<file path="src/hw/uirsc_pkg.sv">
// Constants, register map and carrier types of the UART interrupt, reset and sleep control.
package uirsc_pkg;

  // Register offsets on the local register port.
  localparam logic [4:0] A_HOLD = 5'h00;
  localparam logic [4:0] A_IEN = 5'h01;
  localparam logic [4:0] A_IDENT = 5'h02;
  localparam logic [4:0] A_LCR = 5'h03;
  localparam logic [4:0] A_MCR = 5'h04;
  localparam logic [4:0] A_LSR = 5'h05;
  localparam logic [4:0] A_MSR = 5'h06;
  localparam logic [4:0] A_SPR = 5'h07;
  localparam logic [4:0] A_TCR = 5'h08;
  localparam logic [4:0] A_TLR = 5'h09;
  localparam logic [4:0] A_TXLVL = 5'h0a;
  localparam logic [4:0] A_RXLVL = 5'h0b;
  localparam logic [4:0] A_IODIR = 5'h0c;
  localparam logic [4:0] A_IOSTATE = 5'h0d;
  localparam logic [4:0] A_IOIEN = 5'h0e;
  localparam logic [4:0] A_IOCTRL = 5'h0f;
  localparam logic [4:0] A_EFCR = 5'h10;
  localparam logic [4:0] A_DLL = 5'h11;
  localparam logic [4:0] A_DLH = 5'h12;
  localparam logic [4:0] A_EFR = 5'h13;
  localparam logic [4:0] A_FLOW_ON_CHAR_ONE = 5'h14;
  localparam logic [4:0] A_FLOW_ON_CHAR_TWO = 5'h15;
  localparam logic [4:0] A_FLOW_OFF_CHAR_ONE = 5'h16;
  localparam logic [4:0] A_FLOW_OFF_CHAR_TWO = 5'h17;
  localparam logic [4:0] A_SWRST = 5'h18;

  // Reset values.
  localparam logic [7:0] ZERO8 = 8'h00;
  localparam logic [7:0] LCR_RST = 8'h1d;
  localparam logic [7:0] LSR_RST = 8'h60;
  localparam logic [7:0] IDENT_RST = 8'h01;
  localparam logic [7:0] TXLVL_RST = 8'h40;
  localparam logic [13:0] SYNC_RST = 14'h3fff;

  // Interrupt identification codes.
  localparam logic [5:0] ID_NONE = 6'h01;
  localparam logic [5:0] ID_LSTAT = 6'h06;
  localparam logic [5:0] ID_TOUT = 6'h0c;
  localparam logic [5:0] ID_RXRDY = 6'h04;
  localparam logic [5:0] ID_THR = 6'h02;
  localparam logic [5:0] ID_MODEM = 6'h00;
  localparam logic [5:0] ID_GPIO = 6'h30;
  localparam logic [5:0] ID_XOFF = 6'h10;
  localparam logic [5:0] ID_FLOW = 6'h20;

  // Field positions.
  localparam int IEN_RX = 0;
  localparam int IEN_THR = 1;
  localparam int IEN_LS = 2;
  localparam int IEN_MS = 3;
  localparam int IEN_SLEEP = 4;
  localparam int IEN_XOFF = 5;
  localparam int IEN_RTS = 6;
  localparam int IEN_CTS = 7;
  localparam int EFR_ENH = 4;
  localparam int LCR_BRK = 6;
  localparam int MCR_RTS = 1;
  localparam int FCR_EN = 0;
  localparam int FCR_RXCLR = 1;
  localparam int FCR_TXCLR = 2;
  localparam int SWRST_BIT = 0;
  localparam int PEND_THR = 3;

  // Status from the character datapath.
  typedef struct packed {
    logic rx_err_in_fifo;
    logic [2:0] head_err;
    logic overrun;
    logic rx_timeout;
    logic rx_ready;
    logic thr_req;
    logic xoff_det;
    logic xon_det;
    logic special_det;
    logic rx_empty;
    logic tx_empty;
    logic tx_shift_empty;
    logic tx_bit;
    logic [7:0] rx_data;
    logic [7:0] tx_level;
    logic [7:0] rx_level;
  } uirsc_dp_in_type;

  // Strobes and data toward the character datapath.
  typedef struct packed {
    logic tx_push;
    logic [7:0] tx_data;
    logic rx_pop;
    logic rx_fifo_clr;
    logic tx_fifo_clr;
  } uirsc_dp_out_type;

  // Configuration held for the datapath.
  typedef struct packed {
    logic [7:0] fifo_ctrl;
    logic [7:0] line_ctrl;
    logic [7:0] modem_ctrl;
    logic [7:0] enh_feat;
    logic [7:0] flow_thr;
    logic [7:0] fifo_trig;
    logic [7:0] io_ctrl;
    logic [7:0] extra_feat;
    logic [15:0] divisor;
    logic [7:0] xon_one;
    logic [7:0] xon_two;
    logic [7:0] xoff_one;
    logic [7:0] xoff_two;
  } uirsc_cfg_type;

endpackage

</file>
<file path="src/hw/uirsc_ctrl.sv">
// Reset, interrupt identification and sleep control of one UART channel.
//
// Decided for this implementation: the register offsets and the strobed register port.
`timescale 1ns/1ps
module uirsc_ctrl
  import uirsc_pkg::*;
(
  input wire logic sys_clk,
  input wire logic srst,
  input wire logic hw_reset_n,
  input wire logic [4:0] bus_addr,
  input wire logic [7:0] bus_wdata,
  input wire logic bus_wr,
  input wire logic bus_rd,
  output logic [7:0] bus_rdata,
  input wire logic rx_pin,
  input wire logic [3:0] modem_n,
  input wire logic [7:0] gpio_in,
  input wire uirsc_dp_in_type dp_in,
  output uirsc_dp_out_type dp_out,
  output uirsc_cfg_type cfg,
  output logic tx_pin,
  output logic rts_n,
  output logic [7:0] gpio_out,
  output logic [7:0] gpio_oe_n,
  output logic irq_out,
  output logic irq_oe_n,
  output logic uart_clk_en,
  output logic sleeping
);

  // Picks the identification code of the most urgent pending source.
  function automatic logic [5:0] ident_code(input logic [7:0] pend);
    logic [5:0] code;
    code = ID_NONE;
    if (pend[0]) begin
      code = ID_LSTAT;
    end else if (pend[1]) begin
      code = ID_TOUT;
    end else if (pend[2]) begin
      code = ID_RXRDY;
    end else if (pend[3]) begin
      code = ID_THR;
    end else if (pend[4]) begin
      code = ID_MODEM;
    end else if (pend[5]) begin
      code = ID_GPIO;
    end else if (pend[6]) begin
      code = ID_XOFF;
    end else if (pend[7]) begin
      code = ID_FLOW;
    end
    return code;
  endfunction

  logic [13:0] sync1_reg;
  logic [13:0] sync2_reg;
  logic [13:0] prev_reg;
  logic soft_rst_reg;
  logic any_rst;
  logic wr_hit;
  logic rd_hit;
  logic [7:0] ien_reg;
  logic [7:0] fcr_reg;
  logic [7:0] lcr_reg;
  logic [7:0] mcr_reg;
  logic [7:0] efr_reg;
  logic [7:0] tcr_reg;
  logic [7:0] tlr_reg;
  logic [7:0] iodir_reg;
  logic [7:0] ioien_reg;
  logic [7:0] ioctrl_reg;
  logic [7:0] efcr_reg;
  logic [7:0] iostate_reg;
  logic [7:0] dll_reg;
  logic [7:0] dlh_reg;
  logic [7:0] spr_reg;
  logic [7:0] flow_on_char_one_reg;
  logic [7:0] flow_on_char_two_reg;
  logic [7:0] flow_off_char_one_reg;
  logic [7:0] flow_off_char_two_reg;
  logic [7:0] lsr_reg;
  logic [7:0] lsr_next;
  logic [7:0] ident_reg;
  logic [7:0] txlvl_reg;
  logic [7:0] rxlvl_reg;
  logic [3:0] msr_delta_reg;
  logic [7:0] io_chg_reg;
  logic overrun_reg;
  logic xoff_flag_reg;
  logic special_flag_reg;
  logic rts_flag_reg;
  logic cts_flag_reg;
  logic rts_n_reg;
  logic rts_n_prev_reg;
  logic tx_pin_reg;
  logic irq_oe_n_reg;
  logic sleep_reg;
  logic [7:0] rdata_reg;
  logic [7:0] rdata_next;
  logic [7:0] pend;
  logic pend_no_thr;
  logic sleep_ok;
  logic wake;
  logic tx_push_reg;
  logic [7:0] tx_data_reg;
  logic rx_pop_reg;
  logic rx_clr_reg;
  logic tx_clr_reg;
  logic rx_s;
  logic [3:0] modem_s;
  logic [7:0] gpio_s;
  logic [3:0] modem_p;
  logic [7:0] gpio_p;

  // Two-stage synchronisers for the pins; they run through reset, so the
  // change detectors see no false edge when reset ends.
  always_ff @(posedge sys_clk) begin
    sync1_reg <= {hw_reset_n, rx_pin, modem_n, gpio_in};
    sync2_reg <= sync1_reg;
    prev_reg <= sync2_reg;
  end

  // Synchronised pin levels and their previous samples.
  assign rx_s = sync2_reg[12];
  assign modem_s = sync2_reg[11:8];
  assign gpio_s = sync2_reg[7:0];
  assign modem_p = prev_reg[11:8];
  assign gpio_p = prev_reg[7:0];

  // All three reset sources act alike, except that only srst clears the read data register.
  assign any_rst = srst | ~sync2_reg[13] | soft_rst_reg;
  assign wr_hit = bus_wr;
  assign rd_hit = bus_rd;

  // Software reset is a one-cycle pulse written by the host.
  always_ff @(posedge sys_clk) begin
    if (srst) begin
      soft_rst_reg <= 1'b0;
    end else begin
      soft_rst_reg <= wr_hit && bus_addr == A_SWRST && bus_wdata[SWRST_BIT];
    end
  end

  // Control registers that every reset clears, except LCR, which every reset loads with LCR_RST.
  always_ff @(posedge sys_clk) begin
    if (any_rst) begin
      ien_reg <= ZERO8;
      fcr_reg <= ZERO8;
      lcr_reg <= LCR_RST;
      mcr_reg <= ZERO8;
      efr_reg <= ZERO8;
      tcr_reg <= ZERO8;
      tlr_reg <= ZERO8;
      iodir_reg <= ZERO8;
      ioien_reg <= ZERO8;
      ioctrl_reg <= ZERO8;
      efcr_reg <= ZERO8;
      iostate_reg <= ZERO8;
    end else if (wr_hit) begin
      unique case (bus_addr)
        A_IEN: ien_reg <= bus_wdata;
        A_IDENT: fcr_reg <= bus_wdata;
        A_LCR: lcr_reg <= bus_wdata;
        A_MCR: mcr_reg <= bus_wdata;
        A_EFR: efr_reg <= bus_wdata;
        A_TCR: tcr_reg <= bus_wdata;
        A_TLR: tlr_reg <= bus_wdata;
        A_IODIR: iodir_reg <= bus_wdata;
        A_IOIEN: ioien_reg <= bus_wdata;
        A_IOCTRL: ioctrl_reg <= bus_wdata;
        A_EFCR: efcr_reg <= bus_wdata;
        A_IOSTATE: iostate_reg <= bus_wdata;
        default: ;
      endcase
    end
  end

  // Divisor, scratchpad and flow characters keep their contents over reset.
  always_ff @(posedge sys_clk) begin
    if (wr_hit) begin
      unique case (bus_addr)
        A_DLL: dll_reg <= bus_wdata;
        A_DLH: dlh_reg <= bus_wdata;
        A_SPR: spr_reg <= bus_wdata;
        A_FLOW_ON_CHAR_ONE: flow_on_char_one_reg <= bus_wdata;
        A_FLOW_ON_CHAR_TWO: flow_on_char_two_reg <= bus_wdata;
        A_FLOW_OFF_CHAR_ONE: flow_off_char_one_reg <= bus_wdata;
        A_FLOW_OFF_CHAR_TWO: flow_off_char_two_reg <= bus_wdata;
        default: ;
      endcase
    end
  end

  // Strobes toward the datapath; reset also clears the FIFO pointers.
  always_ff @(posedge sys_clk) begin
    if (any_rst) begin
      tx_push_reg <= 1'b0;
      tx_data_reg <= ZERO8;
      rx_pop_reg <= 1'b0;
      rx_clr_reg <= 1'b1;
      tx_clr_reg <= 1'b1;
    end else begin
      tx_push_reg <= wr_hit && bus_addr == A_HOLD;
      tx_data_reg <= (wr_hit && bus_addr == A_HOLD) ? bus_wdata : tx_data_reg;
      rx_pop_reg <= rd_hit && bus_addr == A_HOLD;
      rx_clr_reg <= wr_hit && bus_addr == A_IDENT && bus_wdata[FCR_RXCLR];
      tx_clr_reg <= wr_hit && bus_addr == A_IDENT && bus_wdata[FCR_TXCLR];
    end
  end

  // Overrun is sticky until line status is read; a new overrun wins.
  always_ff @(posedge sys_clk) begin
    if (any_rst) begin
      overrun_reg <= 1'b0;
    end else if (dp_in.overrun) begin
      overrun_reg <= 1'b1;
    end else if (rd_hit && bus_addr == A_LSR) begin
      overrun_reg <= 1'b0;
    end
  end

  // Line status value presented to the host.
  always_comb begin
    lsr_next = ZERO8;
    lsr_next[7] = dp_in.rx_err_in_fifo;
    lsr_next[6] = dp_in.tx_empty & dp_in.tx_shift_empty;
    lsr_next[5] = dp_in.tx_empty;
    lsr_next[4:2] = dp_in.rx_empty ? 3'h0 : dp_in.head_err;
    lsr_next[1] = overrun_reg;
    lsr_next[0] = ~dp_in.rx_empty;
  end

  // Line status and FIFO levels are registered so reset values are exact.
  always_ff @(posedge sys_clk) begin
    if (any_rst) begin
      lsr_reg <= LSR_RST;
      txlvl_reg <= TXLVL_RST;
      rxlvl_reg <= ZERO8;
    end else begin
      lsr_reg <= lsr_next;
      txlvl_reg <= dp_in.tx_level;
      rxlvl_reg <= dp_in.rx_level;
    end
  end

  // Modem deltas: any pin change sets, a status read clears, set wins.
  always_ff @(posedge sys_clk) begin
    if (any_rst) begin
      msr_delta_reg <= 4'h0;
    end else if (rd_hit && bus_addr == A_MSR) begin
      msr_delta_reg <= modem_s ^ modem_p;
    end else begin
      msr_delta_reg <= msr_delta_reg | (modem_s ^ modem_p);
    end
  end

  // GPIO input changes on pins set as inputs; cleared by reading the pins.
  always_ff @(posedge sys_clk) begin
    if (any_rst) begin
      io_chg_reg <= ZERO8;
    end else if (rd_hit && bus_addr == A_IOSTATE) begin
      io_chg_reg <= (gpio_s ^ gpio_p) & ~iodir_reg;
    end else begin
      io_chg_reg <= io_chg_reg | ((gpio_s ^ gpio_p) & ~iodir_reg);
    end
  end

  // Flow-off cause is cleared by flow-on detection, set wins.
  always_ff @(posedge sys_clk) begin
    if (any_rst) begin
      xoff_flag_reg <= 1'b0;
    end else if (dp_in.xoff_det) begin
      xoff_flag_reg <= 1'b1;
    end else if (dp_in.xon_det) begin
      xoff_flag_reg <= 1'b0;
    end
  end

  // Special character cause is cleared by reading identification.
  always_ff @(posedge sys_clk) begin
    if (any_rst) begin
      special_flag_reg <= 1'b0;
    end else if (dp_in.special_det) begin
      special_flag_reg <= 1'b1;
    end else if (rd_hit && bus_addr == A_IDENT) begin
      special_flag_reg <= 1'b0;
    end
  end

  // RTS or CTS going inactive high; cleared by a modem status read.
  always_ff @(posedge sys_clk) begin
    if (any_rst) begin
      rts_flag_reg <= 1'b0;
      cts_flag_reg <= 1'b0;
    end else begin
      if (rts_n_reg & ~rts_n_prev_reg) begin
        rts_flag_reg <= 1'b1;
      end else if (rd_hit && bus_addr == A_MSR) begin
        rts_flag_reg <= 1'b0;
      end
      if (modem_s[0] & ~modem_p[0]) begin
        cts_flag_reg <= 1'b1;
      end else if (rd_hit && bus_addr == A_MSR) begin
        cts_flag_reg <= 1'b0;
      end
    end
  end

  // Pending sources, each gated by an enable; timeout and receive ready share IEN_RX, GPIO uses ioien_reg.
  always_comb begin
    pend = ZERO8;
    pend[0] = ien_reg[IEN_LS] & (dp_in.rx_err_in_fifo | overrun_reg);
    pend[1] = ien_reg[IEN_RX] & dp_in.rx_timeout;
    pend[2] = ien_reg[IEN_RX] & dp_in.rx_ready;
    pend[3] = ien_reg[IEN_THR] & dp_in.thr_req;
    pend[4] = ien_reg[IEN_MS] & (|msr_delta_reg);
    pend[5] = |(io_chg_reg & ioien_reg);
    pend[6] = ien_reg[IEN_XOFF] & (xoff_flag_reg | special_flag_reg);
    pend[7] = (ien_reg[IEN_RTS] & rts_flag_reg) |
              (ien_reg[IEN_CTS] & cts_flag_reg);
  end

  // Identification register and the open-drain interrupt enable.
  always_ff @(posedge sys_clk) begin
    if (any_rst) begin
      ident_reg <= IDENT_RST;
      irq_oe_n_reg <= 1'b1;
    end else begin
      ident_reg <= {{2{fcr_reg[FCR_EN]}}, ident_code(pend)};
      irq_oe_n_reg <= ~(|pend);
    end
  end

  // Serial output and RTS pin levels.
  always_ff @(posedge sys_clk) begin
    if (any_rst) begin
      tx_pin_reg <= 1'b1;
      rts_n_reg <= 1'b1;
      rts_n_prev_reg <= 1'b1;
    end else begin
      tx_pin_reg <= dp_in.tx_bit & ~lcr_reg[LCR_BRK];
      rts_n_reg <= ~mcr_reg[MCR_RTS];
      rts_n_prev_reg <= rts_n_reg;
    end
  end

  // Sleep entry conditions and wake events.
  assign pend_no_thr = |(pend & ~(8'h01 << PEND_THR));
  assign sleep_ok = efr_reg[EFR_ENH] & ien_reg[IEN_SLEEP];
  assign wake = (rx_s != prev_reg[12]) | (|(modem_s ^ modem_p)) |
                (wr_hit && bus_addr == A_HOLD) | ~sleep_ok;

  // Sleep state; the UART clock stops while it is set. A push still in
  // flight counts as transmit data, as the FIFO shows it a cycle late.
  always_ff @(posedge sys_clk) begin
    if (any_rst) begin
      sleep_reg <= 1'b0;
    end else if (sleep_reg) begin
      sleep_reg <= ~wake;
    end else begin
      sleep_reg <= sleep_ok & rx_s & dp_in.tx_empty & dp_in.tx_shift_empty &
                   ~tx_push_reg & ~pend_no_thr & dp_in.rx_empty &
                   ~wake;
    end
  end

  // Read multiplexer for the register port.
  always_comb begin
    rdata_next = ZERO8;
    unique case (bus_addr)
      A_HOLD: rdata_next = dp_in.rx_data;
      A_IEN: rdata_next = ien_reg;
      A_IDENT: rdata_next = ident_reg;
      A_LCR: rdata_next = lcr_reg;
      A_MCR: rdata_next = mcr_reg;
      A_LSR: rdata_next = lsr_reg;
      A_MSR: rdata_next = {~modem_s, msr_delta_reg};
      A_SPR: rdata_next = spr_reg;
      A_TCR: rdata_next = tcr_reg;
      A_TLR: rdata_next = tlr_reg;
      A_TXLVL: rdata_next = txlvl_reg;
      A_RXLVL: rdata_next = rxlvl_reg;
      A_IODIR: rdata_next = iodir_reg;
      A_IOSTATE: rdata_next = gpio_s;
      A_IOIEN: rdata_next = ioien_reg;
      A_IOCTRL: rdata_next = ioctrl_reg;
      A_EFCR: rdata_next = efcr_reg;
      A_DLL: rdata_next = dll_reg;
      A_DLH: rdata_next = dlh_reg;
      A_EFR: rdata_next = efr_reg;
      A_FLOW_ON_CHAR_ONE: rdata_next = flow_on_char_one_reg;
      A_FLOW_ON_CHAR_TWO: rdata_next = flow_on_char_two_reg;
      A_FLOW_OFF_CHAR_ONE: rdata_next = flow_off_char_one_reg;
      A_FLOW_OFF_CHAR_TWO: rdata_next = flow_off_char_two_reg;
      default: rdata_next = ZERO8;
    endcase
  end

  // Read data stand only in the cycle after the read strobe.
  always_ff @(posedge sys_clk) begin
    if (srst) begin
      rdata_reg <= ZERO8;
    end else begin
      rdata_reg <= rd_hit ? rdata_next : ZERO8;
    end
  end

  // Output assignments.
  assign bus_rdata = rdata_reg;
  assign dp_out.tx_push = tx_push_reg;
  assign dp_out.tx_data = tx_data_reg;
  assign dp_out.rx_pop = rx_pop_reg;
  assign dp_out.rx_fifo_clr = rx_clr_reg;
  assign dp_out.tx_fifo_clr = tx_clr_reg;
  assign cfg.fifo_ctrl = fcr_reg;
  assign cfg.line_ctrl = lcr_reg;
  assign cfg.modem_ctrl = mcr_reg;
  assign cfg.enh_feat = efr_reg;
  assign cfg.flow_thr = tcr_reg;
  assign cfg.fifo_trig = tlr_reg;
  assign cfg.io_ctrl = ioctrl_reg;
  assign cfg.extra_feat = efcr_reg;
  assign cfg.divisor = {dlh_reg, dll_reg};
  assign cfg.xon_one = flow_on_char_one_reg;
  assign cfg.xon_two = flow_on_char_two_reg;
  assign cfg.xoff_one = flow_off_char_one_reg;
  assign cfg.xoff_two = flow_off_char_two_reg;
  assign tx_pin = tx_pin_reg;
  assign rts_n = rts_n_reg;
  assign gpio_out = iostate_reg;
  assign gpio_oe_n = ~iodir_reg;
  assign irq_out = 1'b0;
  assign irq_oe_n = irq_oe_n_reg;
  assign uart_clk_en = ~sleep_reg;
  assign sleeping = sleep_reg;

endmodule

</file>
<file path="config.mk">
export PLATFORM = sky130hd
export DESIGN_NAME = uirsc_ctrl
export DESIGN_NICKNAME = d
export VERILOG_FILES = /design/src/hw/uirsc_pkg.sv /design/src/hw/uirsc_ctrl.sv
export SDC_FILE = /design/constraint.sdc
export NUM_CORES = 1
export LEC_CHECK = 0
export ABC_AREA = 1
export BUFFER_PORTS_ARGS = -buffer_cell sky130_fd_sc_hd__buf_2
export CAP_MARGIN = 10
export CORE_ASPECT_RATIO = 0.9
export CORE_MARGIN = 10
export CORE_UTILIZATION = 30
export CTS_CLUSTER_DIAMETER = 100
export DETAILED_ROUTE_END_ITERATION = 10
export PLACE_DENSITY = 0.61
export SETUP_SLACK_MARGIN = 0.15
export SLEW_MARGIN = 10
export SYNTH_ARGS = -nofsm -noshare
export SYNTH_HDL_FRONTEND = slang
export SYNTH_SLANG_ARGS = --single-unit
export TNS_END_PERCENT = 50
</file>
<file path="constraint.sdc">
create_clock -name sys_clk -period 2.1 [get_ports sys_clk]
set_input_delay 0.21 -clock sys_clk [delete_from_list [all_inputs] [get_ports sys_clk]]
set_output_delay 0.21 -clock sys_clk [all_outputs]
set_load 0.005 [all_outputs]
</file>
==> out/qor.yml <==
report.final.slew_viol_count: 0
ys_seq_elements: 267
layout-area-overhead-vs-synth_pct: 30.63
startpoint_type: "input port"
critical_path.max_stage_delay_ps: 500
synthDistinctLibCells: 31
nets: 1629
worst-endpoint-required_ps: 2580
power_density_nw_per_um2: 838.1
avgSynthCellArea_um2: 8.111
ff2ff_setup_slack_ps: 520
floorplan.die.height_um: 196.6
worst-endpoint-arrival_ps: 2090
clk_root_buffer_cell: "clkbuf_16"
maxClockFrequency_ghz: 0.6212
placedInstanceArea_um2: 12110
critical_path.n_buffers_inverters: 3
setup_repair_after_global_routing_missed_its_margin: "false"
fin_setup_tns_ps: 0
cts_sinks: 267
viasPerCell: 4.808
cts.reportedPaths.clkPinSlew_ps: 60
clock_latency_ps: 560
largest_fanout_on_the_critical_path: 15
number_of_antenna_violations_at_the_first_check_in_global_routing: 1
ios: 224
report.power.total_mw: 11.38
pin_count_of_the_biggest_net_entering_global_routing: 74
worstRegToRegCells: 7
crit_end: "bus_rdata[7]"
place_congestion: 0.9313
synth_top_area_cell: "dfxtp_1"
cp_top_family: "simple AND/OR/NAND/NOR gates"
finished_core_util_pct: 39.82
routedWlPerCell_um: 20.30
vdd.ir_drop.worst_uv: 558.1
hold_class: "in2reg"
synth-edff-count: 56
worstSetupPathType: "in2reg"
report.final.setup_viol: 0
detailedRoute.firstPassIterationCount: 5
synth_top_cells_by_count: "358 x nand2_1, 211 x dfxtp_1, 148 x nor2_1, 137 x nand3_1, 109 x a21oi_1"
synth.top_cell.area_share_pct: 40.62
cpMaxStageDelayCell: "nor2_1"
post-dp-hpwl_um: 30580
numPlacedInstances: 1943
yosysWarnings: 0
core_area_um2: 34110
finalNonFillerCells: 2045
synth_flop_cell: "dfxtp_1"
route.vias.total: 9832
run_status: "completed"
detail_route.drc_violations: 0
synth_sequential_area_ratio_pct: 56.79
worst_setup_path_startpoint: "bus_addr[4]"
yosysMostFrequentCell: "nand2_1"
drt.antenna.violating_nets: 0
floorplan.rows: 64
post_cts_buffers: 0
tritoncts.num_buffers: 30
leakagePower_nw: 5.923
postSynth.asyncResetShare_pct: 0
drt-initial-drc-count: 938
die-width_um: 216.3
worst_setup_path_end_kind: "flop"
wirelength_um: 41510
final.setup_skew_ps: 15.37
worst_slew_pin_slew_ps: 821.0
post_synth_instance_area_um2: 10400
syn_nets: 1353
critical_path.reg2reg.startpoint: "sync2_reg[13]"
numPortBuffers: 222
grt_first_pass_wirelength_um: 61300
fp.dieArea_um2: 42520
min_period_ps: 1610
main_area_contributors_after_synthesis: "dfxtp_1 41%, edfxtp_1 16%, nand2_1 13%, nand3_1 6.6%, nor2_1 5.3%"
fin_area_um2: 13580
timing.final.hold_violations: 0
initial_core_util_pct: 30.48
worstSetupPathDepth: 10
cp_cell_sequence: "buf_2, inv_2, nand2_2, nor2_1, nand2_1, nand2_1, nor2_1, nand2_1, inv_1, a21oi_1"
cap_viol_max_count: 0
maximum_clock_insertion_buffer_count: 3
crit-reg2reg-capture: "iodir_reg[5]"
timing.slew.headroom_pct: 45.26
grt_overflow_total: 0
synth_cells: 1282
cts_tree: "yes"
post_route_cells_drive_above_1_share_pct: 22.00
path_common_cell: "nand2_1"
grt_use_total_pct: 18.73
grt_pass1_vias: 9608
fin_crit_sh_pct: 76.66
clock_tree.htree_level_count: 1
-- metrics by stage --
stage	setup WS (ps)	hold WS [ps]
2_1_floorplan	207.6	237.7
3_3_place_gp	42.73	312.2
3_5_place_dp	37.74	312.1
4_1_cts	551.6	9.344
5_1_grt	407.7	31.94
6_report	490.2	51.13
-- where the power goes --
group	switching (mW)	leakage [nW]	internal (mW)
Sequential	0.0582	2.23	5.34
Clock	2.13	0.506	3.17
Combinational	0.460	3.19	0.232
-- how the worst min path moves through the flow --
stage	start	cells after the start	to
after floorplan	gpio_in[0]	0	sync1_reg[0]
after global placement	sync1_reg[12]	0	sync2_reg[12]
after detailed placement	sync1_reg[2]	0	sync2_reg[2]
after CTS	bus_rd	3	rx_pop_reg
after global routing	bus_rd	3	rx_pop_reg
final	bus_rd	3	rx_pop_reg
-- cell type report --
cell class	count	area, µm²
timing repair buffer	303	1857
antenna	1	2.502
tap	462	578.1
multi-input combinational	875	3918
inverter	81	304.0
sequential	267	5906
clock buffer	47	930.9
clock inverter	9	88.84
fill	3545	20530
-- cells in the final DEF, fill, tap and decap left out, types with 19 or more instances in the layout --
cell,instances
dfxtp_1,211
inv_1,72
nand4_1,19
buf_4,34
nor2_1,147
o21ai_0,47
dlygate4sd3_1,45
buf_2,222
nand3_1,137
edfxtp_1,56
a21oi_1,109
clkbuf_16,32
nand2_1,357
-- logic make-up (layout without fill, tap and decap cells) --
group | after synthesis | in the layout | share of synthesized area (%)
adders and majority gates | 1 | 1 | 0.1203
xor gates and xnor gates | 4 | 4 | 0.3370
buffers and inverters | 140 | 440 | 5.631
and+or+nand+nor | 703 | 703 | 28.85
other | 1 | 2 | 0.03606
DFF | 267 | 267 | 56.79
AOI/OAI and AO/OA | 166 | 166 | 8.230
-- routing by layer --
layer	part of all wire (%)	wire [µm]	global-route usage (%)	vias up
li1	-	-	-	4734
met1	44	18310	24.97	4617
met2	46	18890	30.21	418
met3	8.2	3403	4.103	63
met4	2.2	904	4.735	0
met5	0	0	0	-
-- worst min-delay path: cells and delay by family --
kind / cells / cell delay [ps]
buffers and inverters: 1 / 210
AND/OR/NAND/NOR: 2 / 150
-- timing repair --
action / CTS / global route
endpoints found under the hold margin: 44 / 0
gates resized for setup: 0 / 0
setup endpoints to repair: 0 / 0
hold buffers: 45 / 0
No activity file was read; power rests on OpenSTA's default activity.
